===== src/tscr_defs.svh =====
// register map, field positions, reset values and timing counts
`ifndef TSCR_DEFS_SVH
`define TSCR_DEFS_SVH

`define TSCR_ADDR_W        8
`define TSCR_OFF_CTRL      8'h00
`define TSCR_OFF_IRQEN     8'h04
`define TSCR_OFF_FCLR      8'h08
`define TSCR_OFF_STATUS    8'h0c
`define TSCR_OFF_HYST      8'h10
`define TSCR_OFF_ASW       8'h18
`define TSCR_OFF_SAMPLE    8'h20
`define TSCR_OFF_CHANNEL   8'h28
`define TSCR_OFF_GROUP     8'h30
`define TSCR_OFF_CNT_BASE  8'h30
`define TSCR_OFF_CNT_STEP  8'h04

`define TSCR_BIT_EN        0
`define TSCR_BIT_START     1
`define TSCR_BIT_MODE      2
`define TSCR_BIT_POL       3
`define TSCR_BIT_IDLE      4
`define TSCR_MCNT_HI       7
`define TSCR_MCNT_LO       5
`define TSCR_PGDIV_HI      14
`define TSCR_PGDIV_LO      12
`define TSCR_BIT_SSDIV     15
`define TSCR_BIT_SPREAD_ENABLE      16
`define TSCR_SSERR_HI      23
`define TSCR_SSERR_LO      17
`define TSCR_LOW_HI        27
`define TSCR_LOW_LO        24
`define TSCR_HIGH_HI       31
`define TSCR_HIGH_LO       28
`define TSCR_CTRL_WMASK    32'hfffff0fd

`define TSCR_BIT_EOA       0
`define TSCR_BIT_MCE       1
`define TSCR_GDONE_LO      16

`define TSCR_RST_CTRL      32'h00000000
`define TSCR_RST_IRQEN     2'h0
`define TSCR_RST_HYST      24'hffffff
`define TSCR_RST_IO        24'h000000
`define TSCR_RST_GROUP     6'h00

`define TSCR_NUM_GROUPS    6
`define TSCR_NUM_IO        24
`define TSCR_CNT_W         14
`define TSCR_MAX_BASE_SH   8
`define TSCR_MCNT_RSVD     3'h7
`define TSCR_MCNT_TOP      3'h6
`define TSCR_SYNC_STAGES   3

`endif


===== src/tscr_pkg.sv =====
// types shared by the touch sense controller modules
package tscr_pkg;
    typedef enum logic [1:0] {
        ACQ_IDLE = 2'b00,
        ACQ_SYNC = 2'b01,
        ACQ_XFER = 2'b10
    } tscr_acq_e;

    typedef enum logic [1:0] {
        PLS_IDLE   = 2'b00,
        PLS_HIGH   = 2'b01,
        PLS_SPREAD = 2'b10,
        PLS_LOW    = 2'b11
    } tscr_pulse_e;
endpackage


===== src/tscr_pulse_if.sv =====
// pulse generator configuration and pulse status between the modules
interface tscr_pulse_if;
    logic       run;
    logic [2:0] pulseClkDivSel;
    logic       spreadClkDivSel;
    logic       spreadEnable;
    logic [6:0] spreadErrorSel;
    logic [3:0] pulseLowLen;
    logic [3:0] pulseHighLen;
    logic       pulseHigh;
    logic       pulseDone;

    modport gen (
        input  run, pulseClkDivSel, spreadClkDivSel, spreadEnable,
        input  spreadErrorSel, pulseLowLen, pulseHighLen,
        output pulseHigh, pulseDone
    );
    modport ctl (
        output run, pulseClkDivSel, spreadClkDivSel, spreadEnable,
        output spreadErrorSel, pulseLowLen, pulseHighLen,
        input  pulseHigh, pulseDone
    );
endinterface


===== src/tscr_pulse_gen.sv =====
// charge transfer pulse generator with clock dividers and spread spectrum
`include "tscr_defs.svh"

module tscr_pulse_gen (
    // clock and reset
    input  wire logic clk_sys,
    input  wire logic srst,
    // configuration and pulse status
    tscr_pulse_if.gen pif
);
    logic [6:0]          divCnt;
    logic                ssPhase;
    logic                pgTick;
    logic                ssTick;
    logic [6:0]          divMask;
    logic [6:0]          lfsr;
    logic [6:0]          spreadLeft;
    logic [3:0]          phaseCnt;
    tscr_pkg::tscr_pulse_e state;

    // divide mask is 2**sel - 1, so the tick rate is clk over 2**sel
    assign divMask = 7'((8'h01 << pif.pulseClkDivSel) - 8'h01);
    assign pgTick  = ((divCnt & divMask) == divMask);
    assign ssTick  = pif.spreadClkDivSel ? ssPhase : 1'b1;

    always_ff @(posedge clk_sys) begin
        if (srst || !pif.run) begin
            divCnt  <= 7'h00;
            ssPhase <= 1'b0;
        end else begin
            divCnt  <= divCnt + 7'h01;
            ssPhase <= ~ssPhase;
        end
    end

    // free running lfsr picks the inserted spread length
    always_ff @(posedge clk_sys) begin
        if (srst) begin
            lfsr <= 7'h01;
        end else begin
            lfsr <= {lfsr[5:0], lfsr[6] ^ lfsr[5]};
        end
    end

    always_ff @(posedge clk_sys) begin
        if (srst || !pif.run) begin
            state         <= tscr_pkg::PLS_IDLE;
            phaseCnt      <= 4'h0;
            spreadLeft    <= 7'h00;
            pif.pulseHigh <= 1'b0;
            pif.pulseDone <= 1'b0;
        end else begin
            pif.pulseDone <= 1'b0;
            case (state)
                tscr_pkg::PLS_IDLE: begin
                    state         <= tscr_pkg::PLS_HIGH;
                    phaseCnt      <= 4'h0;
                    pif.pulseHigh <= 1'b1;
                end
                tscr_pkg::PLS_HIGH: begin
                    if (pgTick) begin
                        if (phaseCnt == pif.pulseHighLen) begin
                            phaseCnt <= 4'h0;
                            // masking keeps the extra length within code
                            spreadLeft <= lfsr & pif.spreadErrorSel;
                            if (pif.spreadEnable) begin
                                state <= tscr_pkg::PLS_SPREAD;
                            end else begin
                                state         <= tscr_pkg::PLS_LOW;
                                pif.pulseHigh <= 1'b0;
                            end
                        end else begin
                            phaseCnt <= phaseCnt + 4'h1;
                        end
                    end
                end
                tscr_pkg::PLS_SPREAD: begin
                    if (ssTick) begin
                        if (spreadLeft == 7'h00) begin
                            state         <= tscr_pkg::PLS_LOW;
                            pif.pulseHigh <= 1'b0;
                        end else begin
                            spreadLeft <= spreadLeft - 7'h01;
                        end
                    end
                end
                tscr_pkg::PLS_LOW: begin
                    if (pgTick) begin
                        if (phaseCnt == pif.pulseLowLen) begin
                            phaseCnt      <= 4'h0;
                            pif.pulseDone <= 1'b1;
                            pif.pulseHigh <= 1'b1;
                            state         <= tscr_pkg::PLS_HIGH;
                        end else begin
                            phaseCnt <= phaseCnt + 4'h1;
                        end
                    end
                end
                default: begin
                    state         <= tscr_pkg::PLS_IDLE;
                    pif.pulseHigh <= 1'b0;
                end
            endcase
        end
    end
endmodule


===== src/tscr_top.sv =====
// touch sense controller: registers, acquisition sequencing, group counters
`include "tscr_defs.svh"

module tscr_top (
    // clock and reset
    input  wire logic                         clk_sys,
    input  wire logic                         srst,
    // register port
    input  wire logic [`TSCR_ADDR_W-1:0]      regAddr,
    input  wire logic [31:0]                  regWdata,
    input  wire logic                         regWrite,
    input  wire logic                         regRead,
    output logic      [31:0]                  regRdata,
    // pins
    input  wire logic                         syncIn,
    input  wire logic [`TSCR_NUM_GROUPS-1:0]  groupThreshold,
    output logic                              chargePulse,
    output logic                              acquiring,
    output logic                              idleIoFloat,
    // per I/O settings
    output logic      [`TSCR_NUM_IO-1:0]      ioHysteresis,
    output logic      [`TSCR_NUM_IO-1:0]      ioAnalogSwitch,
    output logic      [`TSCR_NUM_IO-1:0]      ioSampling,
    output logic      [`TSCR_NUM_IO-1:0]      ioChannel,
    // interrupt request
    output logic                              irqReq
);
    localparam int NG = `TSCR_NUM_GROUPS;
    localparam int CW = `TSCR_CNT_W;

    logic [31:0]          ctrlCfg;
    logic                 acqStart;
    logic [1:0]           irqEnable;
    logic                 acqDoneFlag;
    logic                 maxCountErrFlag;
    logic [NG-1:0]        groupEnable;
    logic [NG-1:0]        groupDoneFlag;
    logic [CW-1:0]        groupCount [NG];
    tscr_pkg::tscr_acq_e  state;

    logic [`TSCR_SYNC_STAGES-1:0] syncPipe;
    logic                 syncLevel;
    logic                 syncLevelD;
    logic [NG-1:0]        thrS1;
    logic [NG-1:0]        thrS2;
    logic [NG-1:0]        thrS3;
    logic [NG-1:0]        thrLevel;

    logic                 ctrlEnable;
    logic                 wrCtrl;
    logic                 startReq;
    logic                 syncHit;
    logic [CW-1:0]        maxLessOne;
    logic [NG-1:0]        activeGroups;
    logic [NG-1:0]        hitThreshold;
    logic [NG-1:0]        hitMax;
    logic [NG-1:0]        next_groupDone;
    logic                 finishOk;
    logic                 finishErr;
    logic                 acqDoneSet;
    logic                 maxErrSet;

    tscr_pulse_if pif ();

    // maximum pulse count for a field code, reserved code takes the top
    function automatic logic [CW-1:0] maxCount(input logic [2:0] sel);
        logic [2:0]  s;
        logic [15:0] v;
        s = (sel == `TSCR_MCNT_RSVD) ? `TSCR_MCNT_TOP : sel;
        v = (16'h0001 << (4'(s) + 4'(`TSCR_MAX_BASE_SH))) - 16'h0001;
        return v[CW-1:0];
    endfunction

    // group number 1..NG for a count register address, 0 when none
    function automatic logic [2:0] countGroup(
        input logic [`TSCR_ADDR_W-1:0] a
    );
        logic [`TSCR_ADDR_W-1:0] d;
        d = a - `TSCR_OFF_CNT_BASE;
        countGroup = 3'h0;
        if (a > `TSCR_OFF_CNT_BASE && a[1:0] == 2'b00 &&
            d <= 8'(NG) * `TSCR_OFF_CNT_STEP) begin
            countGroup = d[4:2];
        end
    endfunction

    assign ctrlEnable = ctrlCfg[`TSCR_BIT_EN];
    assign wrCtrl     = regWrite && (regAddr == `TSCR_OFF_CTRL);
    // start only counts when enabled and no acquisition is running
    assign startReq   = wrCtrl && regWdata[`TSCR_BIT_START] &&
                        regWdata[`TSCR_BIT_EN] &&
                        (state == tscr_pkg::ACQ_IDLE);

    // pulse generator configuration
    assign pif.run             = (state == tscr_pkg::ACQ_XFER);
    assign pif.pulseClkDivSel  = ctrlCfg[`TSCR_PGDIV_HI:`TSCR_PGDIV_LO];
    assign pif.spreadClkDivSel = ctrlCfg[`TSCR_BIT_SSDIV];
    assign pif.spreadEnable    = ctrlCfg[`TSCR_BIT_SPREAD_ENABLE];
    assign pif.spreadErrorSel  = ctrlCfg[`TSCR_SSERR_HI:`TSCR_SSERR_LO];
    assign pif.pulseLowLen     = ctrlCfg[`TSCR_LOW_HI:`TSCR_LOW_LO];
    assign pif.pulseHighLen    = ctrlCfg[`TSCR_HIGH_HI:`TSCR_HIGH_LO];

    tscr_pulse_gen u_pulse (
        .clk_sys (clk_sys),
        .srst    (srst),
        .pif     (pif)
    );

    // pin inputs pass three stages; a level counts once stages 2 and 3 agree
    always_ff @(posedge clk_sys) begin
        if (srst) begin
            syncPipe   <= '0;
            syncLevel  <= 1'b0;
            syncLevelD <= 1'b0;
            thrS1      <= '0;
            thrS2      <= '0;
            thrS3      <= '0;
            thrLevel   <= '0;
        end else begin
            syncPipe <= {syncPipe[`TSCR_SYNC_STAGES-2:0], syncIn};
            if (syncPipe[1] == syncPipe[2]) begin
                syncLevel <= syncPipe[2];
            end
            syncLevelD <= syncLevel;
            thrS1      <= groupThreshold;
            thrS2      <= thrS1;
            thrS3      <= thrS2;
            for (int g = 0; g < NG; g++) begin
                if (thrS2[g] == thrS3[g]) begin
                    thrLevel[g] <= thrS3[g];
                end
            end
        end
    end

    // polarity 1 accepts a high level, which covers the rising edge too
    assign syncHit = ctrlCfg[`TSCR_BIT_POL] ? syncLevel :
                     (syncLevelD && !syncLevel);

    // group evaluation at the end of each charge transfer pulse
    always_comb begin
        maxLessOne     = maxCount(ctrlCfg[`TSCR_MCNT_HI:`TSCR_MCNT_LO]) -
                         CW'(1);
        activeGroups   = groupEnable & ~groupDoneFlag;
        hitThreshold   = activeGroups & thrLevel;
        hitMax         = '0;
        for (int g = 0; g < NG; g++) begin
            hitMax[g] = activeGroups[g] && !thrLevel[g] &&
                        (groupCount[g] == maxLessOne);
        end
        next_groupDone = groupDoneFlag | hitThreshold;
        finishErr      = pif.pulseDone && (|hitMax);
        finishOk       = !finishErr &&
                         ((groupEnable == '0) ||
                          (pif.pulseDone &&
                           ((next_groupDone & groupEnable) == groupEnable)));
    end

    assign acqDoneSet = (state == tscr_pkg::ACQ_XFER) &&
                        (finishOk || finishErr);
    assign maxErrSet  = (state == tscr_pkg::ACQ_XFER) && finishErr;

    // acquisition sequencer
    always_ff @(posedge clk_sys) begin
        if (srst) begin
            state    <= tscr_pkg::ACQ_IDLE;
            acqStart <= 1'b0;
        end else if (!ctrlEnable && !startReq) begin
            state    <= tscr_pkg::ACQ_IDLE;
            acqStart <= 1'b0;
        end else begin
            case (state)
                tscr_pkg::ACQ_IDLE: begin
                    if (startReq) begin
                        acqStart <= 1'b1;
                        if (regWdata[`TSCR_BIT_MODE]) begin
                            state <= tscr_pkg::ACQ_SYNC;
                        end else begin
                            state <= tscr_pkg::ACQ_XFER;
                        end
                    end
                end
                tscr_pkg::ACQ_SYNC: begin
                    if (syncHit) begin
                        state <= tscr_pkg::ACQ_XFER;
                    end
                end
                tscr_pkg::ACQ_XFER: begin
                    if (acqDoneSet) begin
                        state    <= tscr_pkg::ACQ_IDLE;
                        acqStart <= 1'b0;
                    end
                end
                default: begin
                    state    <= tscr_pkg::ACQ_IDLE;
                    acqStart <= 1'b0;
                end
            endcase
        end
    end

    // group counters and completion flags
    always_ff @(posedge clk_sys) begin
        if (srst) begin
            groupDoneFlag <= '0;
            for (int g = 0; g < NG; g++) begin
                groupCount[g] <= '0;
            end
        end else if (startReq) begin
            groupDoneFlag <= '0;
            for (int g = 0; g < NG; g++) begin
                groupCount[g] <= '0;
            end
        end else if (state == tscr_pkg::ACQ_XFER && pif.pulseDone) begin
            // on an error only groups at the maximum still count; done flags are not latched
            if (!finishErr) begin
                groupDoneFlag <= next_groupDone;
                for (int g = 0; g < NG; g++) begin
                    if (activeGroups[g] && !thrLevel[g]) begin
                        groupCount[g] <= groupCount[g] + CW'(1);
                    end
                end
            end else begin
                for (int g = 0; g < NG; g++) begin
                    if (hitMax[g]) begin
                        groupCount[g] <= groupCount[g] + CW'(1);
                    end
                end
            end
        end
    end

    // configuration registers; control is stored through its write mask, the rest as written
    always_ff @(posedge clk_sys) begin
        if (srst) begin
            ctrlCfg        <= `TSCR_RST_CTRL;
            irqEnable      <= `TSCR_RST_IRQEN;
            groupEnable    <= `TSCR_RST_GROUP;
            ioHysteresis   <= `TSCR_RST_HYST;
            ioAnalogSwitch <= `TSCR_RST_IO;
            ioSampling     <= `TSCR_RST_IO;
            ioChannel      <= `TSCR_RST_IO;
        end else if (regWrite) begin
            // mid-acquisition edits are not blocked here
            case (regAddr)
                `TSCR_OFF_CTRL:    ctrlCfg <= regWdata & `TSCR_CTRL_WMASK;
                `TSCR_OFF_IRQEN:   irqEnable <= regWdata[1:0];
                `TSCR_OFF_GROUP:   groupEnable <= regWdata[NG-1:0];
                `TSCR_OFF_HYST:    ioHysteresis <= regWdata[23:0];
                `TSCR_OFF_ASW:     ioAnalogSwitch <= regWdata[23:0];
                `TSCR_OFF_SAMPLE:  ioSampling <= regWdata[23:0];
                `TSCR_OFF_CHANNEL: ioChannel <= regWdata[23:0];
                default: begin
                end
            endcase
        end
    end

    // status flags: a hardware set in the clear cycle wins
    always_ff @(posedge clk_sys) begin
        if (srst) begin
            acqDoneFlag     <= 1'b0;
            maxCountErrFlag <= 1'b0;
        end else begin
            if (acqDoneSet) begin
                acqDoneFlag <= 1'b1;
            end else if (regWrite && regAddr == `TSCR_OFF_FCLR &&
                         regWdata[`TSCR_BIT_EOA]) begin
                acqDoneFlag <= 1'b0;
            end
            if (maxErrSet) begin
                maxCountErrFlag <= 1'b1;
            end else if (regWrite && regAddr == `TSCR_OFF_FCLR &&
                         regWdata[`TSCR_BIT_MCE]) begin
                maxCountErrFlag <= 1'b0;
            end
        end
    end

    // register read, data valid the cycle after the strobe
    always_ff @(posedge clk_sys) begin
        if (srst) begin
            regRdata <= 32'h00000000;
        end else if (regRead) begin
            regRdata <= 32'h00000000;
            case (regAddr)
                `TSCR_OFF_CTRL: begin
                    regRdata                   <= ctrlCfg;
                    regRdata[`TSCR_BIT_START]  <= acqStart;
                end
                `TSCR_OFF_IRQEN:   regRdata[1:0] <= irqEnable;
                `TSCR_OFF_STATUS: begin
                    regRdata[`TSCR_BIT_EOA] <= acqDoneFlag;
                    regRdata[`TSCR_BIT_MCE] <= maxCountErrFlag;
                end
                `TSCR_OFF_HYST:    regRdata[23:0] <= ioHysteresis;
                `TSCR_OFF_ASW:     regRdata[23:0] <= ioAnalogSwitch;
                `TSCR_OFF_SAMPLE:  regRdata[23:0] <= ioSampling;
                `TSCR_OFF_CHANNEL: regRdata[23:0] <= ioChannel;
                `TSCR_OFF_GROUP: begin
                    regRdata[NG-1:0] <= groupEnable;
                    regRdata[`TSCR_GDONE_LO +: NG] <= groupDoneFlag;
                end
                default: begin
                    if (countGroup(regAddr) != 3'h0) begin
                        regRdata[CW-1:0] <=
                            groupCount[countGroup(regAddr) - 3'h1];
                    end
                end
            endcase
        end else begin
            regRdata <= 32'h00000000;
        end
    end

    // pin side outputs and interrupt request
    always_ff @(posedge clk_sys) begin
        if (srst) begin
            chargePulse <= 1'b0;
            acquiring   <= 1'b0;
            idleIoFloat <= 1'b0;
            irqReq      <= 1'b0;
        end else begin
            chargePulse <= pif.pulseHigh && (state == tscr_pkg::ACQ_XFER);
            acquiring   <= (state != tscr_pkg::ACQ_IDLE);
            idleIoFloat <= ctrlEnable && ctrlCfg[`TSCR_BIT_IDLE];
            irqReq      <= (acqDoneFlag && irqEnable[0]) ||
                           (maxCountErrFlag && irqEnable[1]);
        end
    end
endmodule


===== config.mk =====
export PLATFORM = sky130hd
export DESIGN_NAME = tscr_top
export DESIGN_NICKNAME = d
export VERILOG_FILES = /design/src/tscr_pkg.sv /design/src/tscr_pulse_if.sv /design/src/tscr_pulse_gen.sv /design/src/tscr_top.sv
export VERILOG_INCLUDE_DIRS = /design/src /design/src/src
export SDC_FILE = /design/constraint.sdc
export NUM_CORES = 1
export LEC_CHECK = 0
export ABC_AREA = 1
export BUFFER_PORTS_ARGS = -buffer_cell sky130_fd_sc_hd__buf_2
export CAP_MARGIN = 20
export CORE_AREA = 4 4 189 191
export CTS_CLUSTER_DIAMETER = 120
export DETAILED_ROUTE_END_ITERATION = 16
export DIE_AREA = 0 0 193 195
export PLACE_DENSITY_LB_ADDON = 0.15
export SYNTH_ARGS = -nofsm -noshare
export SYNTH_HDL_FRONTEND = slang
export SYNTH_HIERARCHICAL = 1
export SYNTH_SLANG_ARGS = --single-unit
export TNS_END_PERCENT = 1

===== constraint.sdc =====
create_clock -name clk_sys -period 3.61 [get_ports clk_sys]
set_input_delay 0.1805 -clock clk_sys [delete_from_list [all_inputs] [get_ports clk_sys]]
set_output_delay 0.1805 -clock clk_sys [all_outputs]
set_load 0.005 [all_outputs]

Word-level counts from Yosys, hierarchy flattened

Memory sizes are Yosys's and may differ from the RTL's.
Cells that the tools add are included.

$add $sub $neg: 15
Multiply operators: 0
Divide/modulo/power cells: 0
$lt $le $gt $ge: 2
Equality and inequality tests: 42
Shift-type cells: 2
Multiplexer cells: 152
Bitwise gates (word level): 33
Reductions and logical operators: 83

Operators with widths:

| operator                                                             | count |
|---|---|
| 14-bit 2-to-1 mux                                                    | 19 |
| 1-bit 2-to-1 mux                                                     | 94 |
| 14-bit by 1-bit adder with 14-bit output, second input constant      | 6 |
| 14-bit == test                                                       | 6 |
| 8-bit one-hot mux with 6 select lines                                | 1 |
| 6-bit one-hot mux with 6 select lines                                | 1 |
| 1-bit logical AND                                                    | 33 |
| 7-bit 2-to-1 mux                                                     | 4 |
| 4-bit one-hot mux with 7 select lines                                | 1 |
| 14-bit by 1-bit subtractor with 14-bit output, second input constant | 2 |
| 3-bit 2-to-1 mux                                                     | 9 |
| 8-bit by 6-bit == test with 1-bit output, second input constant      | 3 |
| 2-bit 2-to-1 mux                                                     | 10 |
| 2-bit one-hot mux with 5 select lines                                | 2 |
| 6-bit bitwise AND                                                    | 3 |
| 1-bit OR                                                             | 18 |
| 8-bit by 4-bit == test with 1-bit output, second input constant      | 2 |
| 8-bit by 5-bit == test with 1-bit output, second input constant      | 2 |
| 4-bit 2-to-1 mux                                                     | 4 |
| 2-bit one-hot mux with 8 select lines                                | 1 |
| 2-bit AND reduction                                                  | 8 |
| 7-bit bitwise AND                                                    | 2 |
| 7-bit one-hot mux with 2 select lines                                | 1 |
| 1-bit by 4-bit << shifter with 14-bit output, first input constant   | 1 |
| 44 further kinds                                                     | 96 |

Register bits after elaboration: 237
Latch bits: 0
Memory bits (writable): 84
Memory bits (read-only): 0
Input bits: 51
Output and inout bits: 132
Logic and storage cells: 368
Memories: 1

Memory list:

| memory     | words | bits a word | rd ports | clocked after Yosys merged registers in | write ports | line           | RTL |
|---|---|---|---|---|---|---|---|
| groupCount | 6     | 14          | 7        | 0                                       | 6           | tscr_top.sv:38 | `logic [CW-1:0] groupCount [NG];` |

Depth between registers and ports, before layout

Gate-level depths: netlist (run 1).

Depth after elaboration: 17
Gate-level depth with buffers: 17
Depth with buffers taken out: 15

Modules after synthesis

The synthesis (run 1) kept the hierarchy.

Modules (own cells, without submodules):

| module         | times used | cells an instance | area an instance (sq um) | sequential area each (sq um) |
|---|---|---|---|---|
| tscr_top       | 1          | 1766              | 14058.5                  | 6666.4 |
| tscr_pulse_gen | 1          | 267               | 1716.6                   | 600.6 |

Worst setup path before layout (run 1)

Ideal clock, no wire load.

Path kind: input port to flip-flop
Start point: input regAddr[4]
End point: register regRdata[10]
Setup time: 0.070 ns
Arrival time: 2.533 ns
Required time: 3.540 ns
Slack: 1.007 ns
Stages: 16
Path buffers: 3
Cells stage by stage: inv_1 > ha_1 > nand2_1 > o211ai_1 > nor2_1 > nand3_1 > buf_2 > buf_2 > ha_1 > ha_1 > nor3_1 > clkbuf_1 > o21ai_0 > inv_1 > nand2_1 > a21oi_1

Word-level cells in the longest chain between the ends: 12
Elaborated cells between the ends (all ways): 27
Those cells by class: add/sub (2); order compare (2); eq/ne (7); mux (10); reduce/logical (5); memory (1)

RTL lines:

| what                                                                                                                          | line            | RTL |
|---|---|---|
| start: declaration                                                                                                            | tscr_top.sv:9   | `` input wire logic [`TSCR_ADDR_W-1:0] regAddr, `` |
| 8-bit by 6-bit subtractor with 8-bit output (no source line) or 8-bit by 6-bit > comparator with 1-bit output (tied branches) | -               |  |
| 8-bit by 5-bit less-or-equal comparator with 1-bit output (no source line) or 1-bit logical AND (tied branches)               | -               |  |
| 1-bit logical AND (no source line)                                                                                            | -               |  |
| 3-bit 2-to-1 mux                                                                                                              | tscr_top.sv:81  | `` if (a > `TSCR_OFF_CNT_BASE && a[1:0] == 2'b00 && `` |
| 3-bit 2-to-1 mux                                                                                                              | tscr_top.sv:305 | `if (countGroup(regAddr) != 3'h0) begin` |
| 3-bit 2-to-1 mux                                                                                                              | tscr_top.sv:286 | `case (regAddr)` |
| 3-bit 2-to-1 mux                                                                                                              | tscr_top.sv:284 | `end else if (regRead) begin` |
| 3-bit 2-to-1 mux                                                                                                              | tscr_top.sv:282 | `if (srst) begin` |
| 3-bit by 1-bit subtractor with 3-bit output                                                                                   | tscr_top.sv:307 | `groupCount[countGroup(regAddr) - 3'h1];` |
| memory 6 x 14 bit                                                                                                             | -               |  |
| 14-bit 2-to-1 mux                                                                                                             | tscr_top.sv:305 |  |
| 8-bit one-hot mux with 6 select lines (*)                                                                                     | tscr_top.sv:286 |  |
| end signal: assignment                                                                                                        | tscr_top.sv:288 | `regRdata <= ctrlCfg;` |
| end signal: indexed assignment                                                                                                | tscr_top.sv:289 | `` regRdata[`TSCR_BIT_START] <= acqStart; `` |
| end signal: indexed assignment                                                                                                | tscr_top.sv:306 | `regRdata[CW-1:0] <=` |
| end: declaration                                                                                                              | tscr_top.sv:13  | `output logic [31:0] regRdata,` |

Every way passes the cells marked *; elsewhere a longest branch is shown, timed or not. The select of a mux whose other input is x is not followed.
A chain may end at the register's enable or synchronous reset.

==> impl_metrics.yaml, run 1 <==
run_status:
  outcome: "finished clean"
synthesis:
  synth.distinct_cells: 59
  synth-seq-cells: 321
  synthesis.area_um2: 15780
  ys.flop_type: "dfxtp_1"
  avgSynthCellArea_um2: 7.760
  synthArstFlopShare: 0
  synth_top_cell_by_area: "dfxtp_1"
  syn_inst: 2033
  synthTopCellsByArea: "dfxtp_1 30%, edfxtp_1 16%, nand2_1 9.4%"
  seq_area_frac_synth: 0.4607
  yosys.area.top_type_share: 0.3008
  synth-edff-count: 84
  synthTopCellsByCount: "396 x nand2_1, 237 x dfxtp_1, 232 x inv_1"
  yosys_warnings: 6
  syn-num-nets: 2109
  post-synth-top-count-cell: "nand2_1"
critical_path:
  crit_fanout: 14
  startpoint_type: "flip-flop"
  crit-reg2reg-launch: "ctrlCfg[7]"
  endpoint_kind: "flip-flop"
  startpoint: "ctrlCfg[7]"
  cp_data_arrival_time_ps: 3000
  reg2reg_slack_ps: 770
  reg2reg_depth: 14
  required_ps: 3770
  endpoint: "groupCount[3][1]"
  r2r_end: "groupCount[3][1]"
  crit_type: "reg -> reg"
cts:
  cts-root-buf: "clkbuf_16"
  cts.sinks: 321
  clockBufferDepth: 3
  clk_pin_slew_ps: 60
  numCtsBuffers: 37
  cts_tree: "yes"
  htreeDepth: 2
  worstSkewPairLatency_ps: 540
  ctsResizeCount: 0
floorplan:
  dieHeight_um: 195
  fp-row-count: 68
  die_w_um: 193
  start_util: 0.4624
  core-area_um2: 34120
  top_level_ports: 183
  dieArea_um2: 37640
sta:
  hold_violations: 0
  setup_tns_ps: 0
  max_freq_mhz: 352.1
  clock_skew_ps: 19.83
  relSlewSlack: 0.4453
  layout_min_cycle_time_ps: 2840
  whs_ps: 11.06
  rsz0062_at_grt: "no"
  finalSetupViolations: 0
  tightest_slew_ps: 824.5
  post-route-period-util: 0.7867
  slew_violations: 0
routing:
  drt-initial-drc-count: 1388
  vias: 14706
  drc: 0
  wl_per_cell_um: 18.69
  drt-pass1-iter-count: 5
  drt_wl_total_um: 50780
  via_per_inst: 5.413
  drtAntennaViolNets: 0
placement:
  gp_congestion: 0.9684
  dpl.hpwl_um: 36840
  port_buffers: 182
  placed_area_um2: 17180
global_route:
  grt_use_total: 0.2647
  grt_pass1_wl_um: 78870
  grt_overflow: 0
  grt_max_degree: 142
  antenna_found_initial: 0
  grt_pass1_vias: 14011
layout:
  antenna_cells: 0
  design_area_um2: 18690
  utilization: 0.5479
  drive_gt1_frac: 0.1645
  area_growth_pct: 18.50
  finalNetCount: 2310
power_and_ir_drop:
  ir_drop_mv: 0.3464
  leakagePower_nw: 8.179
  power_density_nw_per_um2: 425.1
job:
  cap_violations: 0
hold_path:
  hold_path_class: "in -> reg"
[power by group]
part / internal [mW] / switching [mW]
logic: 0.139 / 0.262
registers: 3.75 / 0.0781
clock network: 2.17 / 1.54
[cells by family after synthesis]
| kind of cell | after synthesis | share of synthesized area |
|---|---|---|
| fa+ha+maj | 25 | 0.01983 |
| simple gates | 837 | 0.2386 |
| buf+inv | 332 | 0.08312 |
| xor+xnor | 60 | 0.03379 |
| compound gates | 458 | 0.1640 |
| flops | 321 | 0.4607 |
[metrics by stage]
stage          instances  setup WS, ps  power (mW)
2_1_floorplan       2033          1007       4.115
3_3_place_gp        2620         497.5       4.275
3_5_place_dp        2620         495.4       4.275
4_1_cts             2717         824.8       7.999
5_1_grt             2717         603.9       8.200
6_report            2717         770.1       7.946
[metal layers]
metal / share of wire / vias up / GRT usage
li1: - / 7149 / -
met1: 0.44 / 6818 / 0.3736
met2: 0.44 / 604 / 0.4086
met3: 0.076 / 135 / 0.04004
met4: 0.045 / 0 / 0.1057
met5: 0 / - / 0
[placed cells by master, fill, tap and decap left out, types with 6 or more instances in the layout]
master / Yosys / layout
nand2_1: 396 / 396
dfxtp_1: 237 / 237
inv_1: 232 / 231
nor2_1: 206 / 200
buf_2: 9 / 182
a21oi_1: 176 / 176
o21ai_0: 175 / 175
nand3_1: 99 / 98
edfxtp_1: 84 / 84
xor2_1: 42 / 42
o211ai_1: 39 / 39
clkbuf_16: 0 / 38
nor3_1: 34 / 34
buf_4: 1 / 32
dlygate4sd3_1: 0 / 30
ha_1: 25 / 25
nand4_1: 22 / 22
a221oi_1: 21 / 21
nor2_2: 15 / 18
xnor2_1: 17 / 17
nor2_4: 13 / 16
inv_2: 14 / 14
nand2_2: 12 / 12
clkbuf_8: 0 / 11
nand2_4: 9 / 9
a31oi_1: 9 / 9
a21oi_2: 8 / 8
nor4_1: 7 / 7
clkbuf_1: 65 / 7
o21ai_1: 6 / 6
a22o_1: 6 / 6
[flip-flops by register name, indices dropped and copies added (netlist names), 7 cells and up]
| register | count |
|---|---|
| regRdata | 32 |
| u_pulse/lfsr | 7 |
| ioHysteresis | 24 |
| ioAnalogSwitch | 24 |
| ctrlCfg | 27 |
| ioChannel | 24 |
| groupCount | 84 |
| u_pulse/spreadLeft | 7 |
| ioSampling | 24 |
| u_pulse/divCnt | 7 |
[worst min path at each step]
stage | from | to | slack, ps | cells after the start
after global routing | regWdata[18] | ioAnalogSwitch[18] | 20 | 3
after detailed placement | groupThreshold[0] | thrS1[0] | 390 | 3
after CTS | regWdata[27] | ctrlCfg[27] | 3 | 3
final | regWdata[27] | ctrlCfg[27] | 10 | 3
after floorplan | srst | syncPipe[2] | 260 | 1
after global placement | groupThreshold[5] | thrS1[5] | 380 | 3
[repair_timing]
item                      in CTS  in global routing
hold buffers                  30                  0
hold endpoints to repair      74                  0
setup buffers                  0                  0
[final cells by class]
| type | instances | area, µm² |
|---|---|---|
| Sequential cell | 321 | 7267 |
| Inverter | 249 | 939.7 |
| Multi-Input combinational cell | 1380 | 7232 |
| Clock inverter | 11 | 85.08 |
| Timing Repair Buffer | 245 | 1471 |
| Clock buffer | 56 | 1129 |
| Tap cell | 455 | 569.3 |
| Fill cell | 3213 | 15420 |
[critical path, stage by stage (launching register included)]
cell     delay, ps
dfxtp_1        440
buf_4          230
nor2_2         310
nand2_1        100
nand2_1        110
nand2_1         60
nor2_1         100
nand3_1        130
nand2_2        120
nor2_4          40
nand3_4        120
nand3_1         90
o21ai_0         80
nand2_1         80
nand2_1        450
Power figures use the tool's default switching activity.
==> run 2: changes to the inputs <==
- clock period: 3.61 -> 2.5 ns (I/O delays scaled with it)
==> run 2 against run 1 <==
Global-route usage increased by 0.24 points. Clock-buffer cell count increased by 1. Worst hold slack improved by 17 ps. Design area increased by 4.7%. Critical endpoint is now groupCount[1][0]. Power increased by 46%.
==> impl_metrics.yaml, run 2 (synthesized netlist as in run 1, its figures left out) <==
run_status:
  outcome: "finished clean"
sta:
  max_freq_mhz: 420.4
  layout_min_cycle_time_ps: 2379
  hold_violations: 0
  tightest_slew_ps: 651.0
  setup_tns_ps: 0
  rsz0062_at_grt: "yes"
  whs_ps: 27.88
  worst_slack_ps: 121.0
  slew_violations: 0
  clock_skew_ps: 19.21
  relSlewSlack: 0.5660
  finalSetupViolations: 0
  post-route-period-util: 0.9516
power_and_ir_drop:
  total_power_mw: 11.63
  clkPwrFrac: 0.468
  p_seq_frac: 0.474
  ir_drop_mv: 0.4513
  switching_share: 0.2322
  power_density_nw_per_um2: 594.0
  leakagePower_nw: 8.666
  internal-power_mw: 8.930
  p_switching_mw: 2.700
  pwr-share-comb: 0.058
routing:
  drtAntennaViolNets: 0
  drt_wl_total_um: 51490
  wl_per_cell_um: 18.32
  vias: 15082
  drc: 0
  via_per_inst: 5.367
  drt-pass1-iter-count: 6
  routed.top_layer: "met4"
  drt-initial-drc-count: 1271
  m1WireLength_um: 22650
  wl_met3_um: 3842
  met2_length_um: 23160
critical_path:
  required_ps: 2740
  endpoint_kind: "flip-flop"
  startpoint_type: "flip-flop"
  crit_type: "reg -> reg"
  cp_data_arrival_time_ps: 2620
  crit_fanout: 14
floorplan:
  start_util: 0.4624
  die_w_um: 193
  dieHeight_um: 195
  top_level_ports: 183
  core-area_um2: 34120
  fp-row-count: 68
  dieArea_um2: 37640
placement:
  placed_area_um2: 17940
  dp.cells: 2706
  port_buffers: 182
  gp_congestion: 0.9662
  pre_cts_slack_ps: -79.83
  dpl.hpwl_um: 38070
cts:
  worstSkewPairLatency_ps: 530
  numCtsBuffers: 36
  cts-root-buf: "clkbuf_16"
  clk_pin_slew_ps: 60
  cts_tree: "yes"
  clockBufferDepth: 3
  cts.sinks: 321
  htreeDepth: 2
  postCtsSetupBuffers: 0
layout:
  final_common_cell: "nand2_1"
  drive_gt1_frac: 0.1971
  final_cell_mix: "396 x nand2_1, 235 x dfxtp_1, 230 x inv_1, 197 x nor2_1, 182 x buf_2"
  utilization: 0.5739
  fillers: 3196
  area_growth_pct: 24.12
  design_area_um2: 19580
  seqCellArea_um2: 7269
  finalNetCount: 2403
  largestRegisters: "groupCount: 84 flops, regRdata: 32 flops, ctrlCfg: 27 flops"
  multi_input_area_um2: 7269
  stdcell_count: 2810
  top_register: "groupCount"
  largest_reg_flops: 84
job:
  cap_violations: 0
global_route:
  grt_max_degree: 133
  grt_pass1_vias: 14445
  grt_use_total: 0.2672
  grt_pass1_wl_um: 79860
  antenna_found_initial: 1
  grt_overflow: 0
hold_path:
  hold_path_class: "in -> reg"
-- run 2: cell count changes in the layout (fill, tap and decap cells not counted), moves of 3 or more --
cell | previous run | this run
buf_12 | 1 | 10
buf_4 | 32 | 108
clkbuf_1 | 7 | 12
clkbuf_8 | 11 | 6
clkinv_1 | 5 | 2
dlygate4sd3_1 | 30 | 38
nor2_1 | 200 | 197
nor2_2 | 18 | 21
-- run 2: path summary, 6_finish.rpt --
path	startpoint	to	slack, ps	cells after the start
max	groupCount[4][0]	groupCount[1][0]	120	14
min	regWdata[2]	ioSampling[2]	30	3
max reg2reg	groupCount[4][0]	groupCount[1][0]	120	14
min reg2reg	thrS1[5]	thrS2[5]	390	2
-- run 2: layer usage --
| metal | track usage | vias to the layer above |
|---|---|---|
| li1 | - | 7311 |
| met4 | 0.09651 | 0 |
| met5 | 0 | - |
| met1 | 0.3802 | 7095 |
| met2 | 0.4122 | 587 |
| met3 | 0.04308 | 89 |
-- run 2: power by group through the flow --
stage	registers, mW	logic, mW	clock network, mW
final	5.51	0.679	5.44
after global routing	5.51	0.746	5.74
after CTS	5.50	0.667	5.50
after global placement	5.62	0.618	0
after floorplan	5.59	0.353	0
after detailed placement	5.62	0.618	0
-- run 2: what timing repair did --
action | 4_1_cts | 5_1_grt
endpoints found under the setup margin | 0 | 123
hold buffers | 38 | 0
endpoints found under the hold margin | 112 | 0
gates resized for setup | 0 | 14
-- run 2: area by class of cell --
| class | instances | area share |
|---|---|---|
| timing repair buffer | 339 | 0.1182 |
| clock inverter | 8 | 0.005623 |
| antenna | 1 | 0.0001278 |
| inverter | 249 | 0.04812 |
| sequential | 321 | 0.3713 |
| tap | 455 | 0.02908 |
| multi-input combinational | 1380 | 0.3713 |
| clock buffer | 57 | 0.05636 |
-- run 2: worst max-delay path, stage by stage, from the launching register on --
cell and delay, ps:
edfxtp_1 450, inv_2 90, ha_1 160, nand3_2 120
nor2_1 130, nand2_1 80, nor2_2 120, nand3_2 90
nand2_2 90, nor2_4 40, nand3_4 140, nand2_2 80
or2_4 240, nand3_1 110, buf_12 160
==> run 3: changes to the inputs <==
- CORE_AREA: 4 4 189 191 -> 2 2 187 189
- DIE_AREA: 0 0 193 195 -> 0 0 189 191
- clock period: 2.5 -> 2.91 ns (I/O delays scaled with it)
==> run 3 against run 2 <==
Flip-flop and latch count stayed put. First-iteration DRC count is 14% higher. Global-route usage is 0.67 points higher. Die area is 4.1% lower. Highest routed layer unchanged.
==> impl_metrics.yaml, run 3 (synthesized netlist as in run 1, its figures left out) <==
critical_path:
  crit_fanout: 14
  crit_family: "simple AND/OR/NAND/NOR gates"
  worstPathCellList: "buf_4, nor2_2, buf_4, or2_1, nand2_1, nor2_1, nand3_2, nor2_4, nor2_4, nand3_4, o21ai_1, nand2_1, nand2_1, buf_4"
  startpoint: "ctrlCfg[7]"
  reg2reg_slack_ps: 320
  endpoint_kind: "flip-flop"
  endpoint: "groupCount[4][5]"
  cp_data_arrival_time_ps: 2800
  reg2reg_depth: 14
  required_ps: 3120
  max_stage_delay_ps: 530
  startpoint_type: "flip-flop"
  crit_slowest_cell: "dfxtp_1"
  r2r_end: "groupCount[4][5]"
  path_depth: 14
  crit-reg2reg-launch: "ctrlCfg[7]"
  crit_buf_inv: 3
  crit_type: "reg -> reg"
routing:
  wl_per_cell_um: 18.45
  drt_wl_total_um: 50480
  drtAntennaViolNets: 0
  drt-initial-drc-count: 1446
  drc: 0
  drt-pass1-iter-count: 5
  vias: 14827
  via_per_inst: 5.417
sta:
  tightest_slew_ps: 741.6
  clock_skew_ps: 15.04
  slew_violations: 0
  hold_violations: 0
  max_freq_mhz: 386.7
  layout_min_cycle_time_ps: 2586
  finalSetupViolations: 0
  post-route-period-util: 0.8886
  whs_ps: 4.667
  worst_slack_ps: 324.1
  setup_tns_ps: 0
  relSlewSlack: 0.5026
  rsz0062_at_grt: "no"
placement:
  dp.cells: 2637
  dpl.hpwl_um: 36930
  gp_congestion: 0.9611
  port_buffers: 182
  pre_cts_slack_ps: 209.0
layout:
  final_common_cell: "nand2_1"
  final_cell_mix: "396 x nand2_1, 237 x dfxtp_1, 231 x inv_1, 200 x nor2_1, 182 x buf_2"
  antenna_cells: 0
  multi_input_area_um2: 7232
  finalNetCount: 2331
  largest_reg_flops: 84
  fillers: 3206
  largestRegisters: "groupCount: 84 flops, regRdata: 32 flops, ctrlCfg: 27 flops"
  drive_gt1_frac: 0.1713
  seqCellArea_um2: 7267
  top_register: "groupCount"
  stdcell_count: 2737
  area_growth_pct: 19.84
global_route:
  grt_pass1_wl_um: 77760
  grt_overflow: 0
  grt_use_total: 0.2739
  antenna_found_initial: 0
  grt_max_degree: 112
  grt_pass1_vias: 13909
hold_path:
  min_from: "regWdata[6]"
  hold_path_depth: 3
  hold_path_class: "in -> reg"
power_and_ir_drop:
  leakagePower_nw: 8.305
  internal-power_mw: 7.542
  p_seq_frac: 0.480
  pwr-share-comb: 0.053
  ir_drop_mv: 0.4088
  switching_share: 0.2375
  clkPwrFrac: 0.467
  power_density_nw_per_um2: 523.2
  p_switching_mw: 2.349
job:
  cap_violations: 0
cts:
  numCtsBuffers: 36
  ctsResizeCount: 0
  clockBufferDepth: 3
  cts-root-buf: "clkbuf_16"
  cts.sinks: 321
  cts_tree: "yes"
  htreeDepth: 2
  postCtsSetupBuffers: 0
  clk_pin_slew_ps: 60
  worstSkewPairLatency_ps: 530
  postCtsHoldBufs: 35
floorplan:
  start_util: 0.4624
  dieArea_um2: 36100
  fp-row-count: 68
  top_level_ports: 183
  core-area_um2: 34120
  die_w_um: 189
  dieHeight_um: 191
run_status:
  outcome: "finished clean"
-- run 3: area by class of cell --
class / count / area share
Sequential cell: 321 / 0.3844
Multi-Input combinational cell: 1380 / 0.3825
Timing Repair Buffer: 267 / 0.08987
Clock buffer: 50 / 0.05473
Inverter: 249 / 0.04970
Tap cell: 455 / 0.03011
Clock inverter: 15 / 0.008670
-- run 3: worst min-delay path by stage --
stage,to
global placement,thrS1[5]
CTS,ctrlCfg[6]
global route,ctrlCfg[6]
detailed placement,thrS1[5]
finish,ioAnalogSwitch[6]
floorplan,syncPipe[2]
-- run 3: metrics by stage --
stage | power [mW] | util | area (µm²)
floorplan | 5.104 | - | 15780
global placement | 5.316 | 0.5087 | 17360
finish | 9.891 | 0.5541 | 18910
detailed placement | 5.319 | 0.5087 | 17360
global route | 10.21 | 0.5541 | 18910
CTS | 9.958 | 0.5541 | 18910
-- run 3: power groups by stage --
stage / Clock (mW) / Combinational [mW] / Sequential, mW
after floorplan: 0 / 0.303 / 4.80
after global placement: 0 / 0.477 / 4.84
after detailed placement: 0 / 0.479 / 4.84
after CTS: 4.70 / 0.517 / 4.74
after global routing: 4.88 / 0.580 / 4.75
final: 4.62 / 0.526 / 4.75
-- run 3: metal layers --
layer,up-vias,track usage,wire length [µm],part of all wire
met5,-,0,0,0
met4,0,0.1094,1867,0.037
met3,95,0.03194,3475,0.069
met2,597,0.4339,22690,0.45
met1,6955,0.3817,22450,0.44
li1,7180,-,-,-
-- run 3: worst min-delay path: cells and delay by family --
family,cells,cell delay [ps]
buffers and inverters,2,220
AOI/OAI and AO/OA,1,130
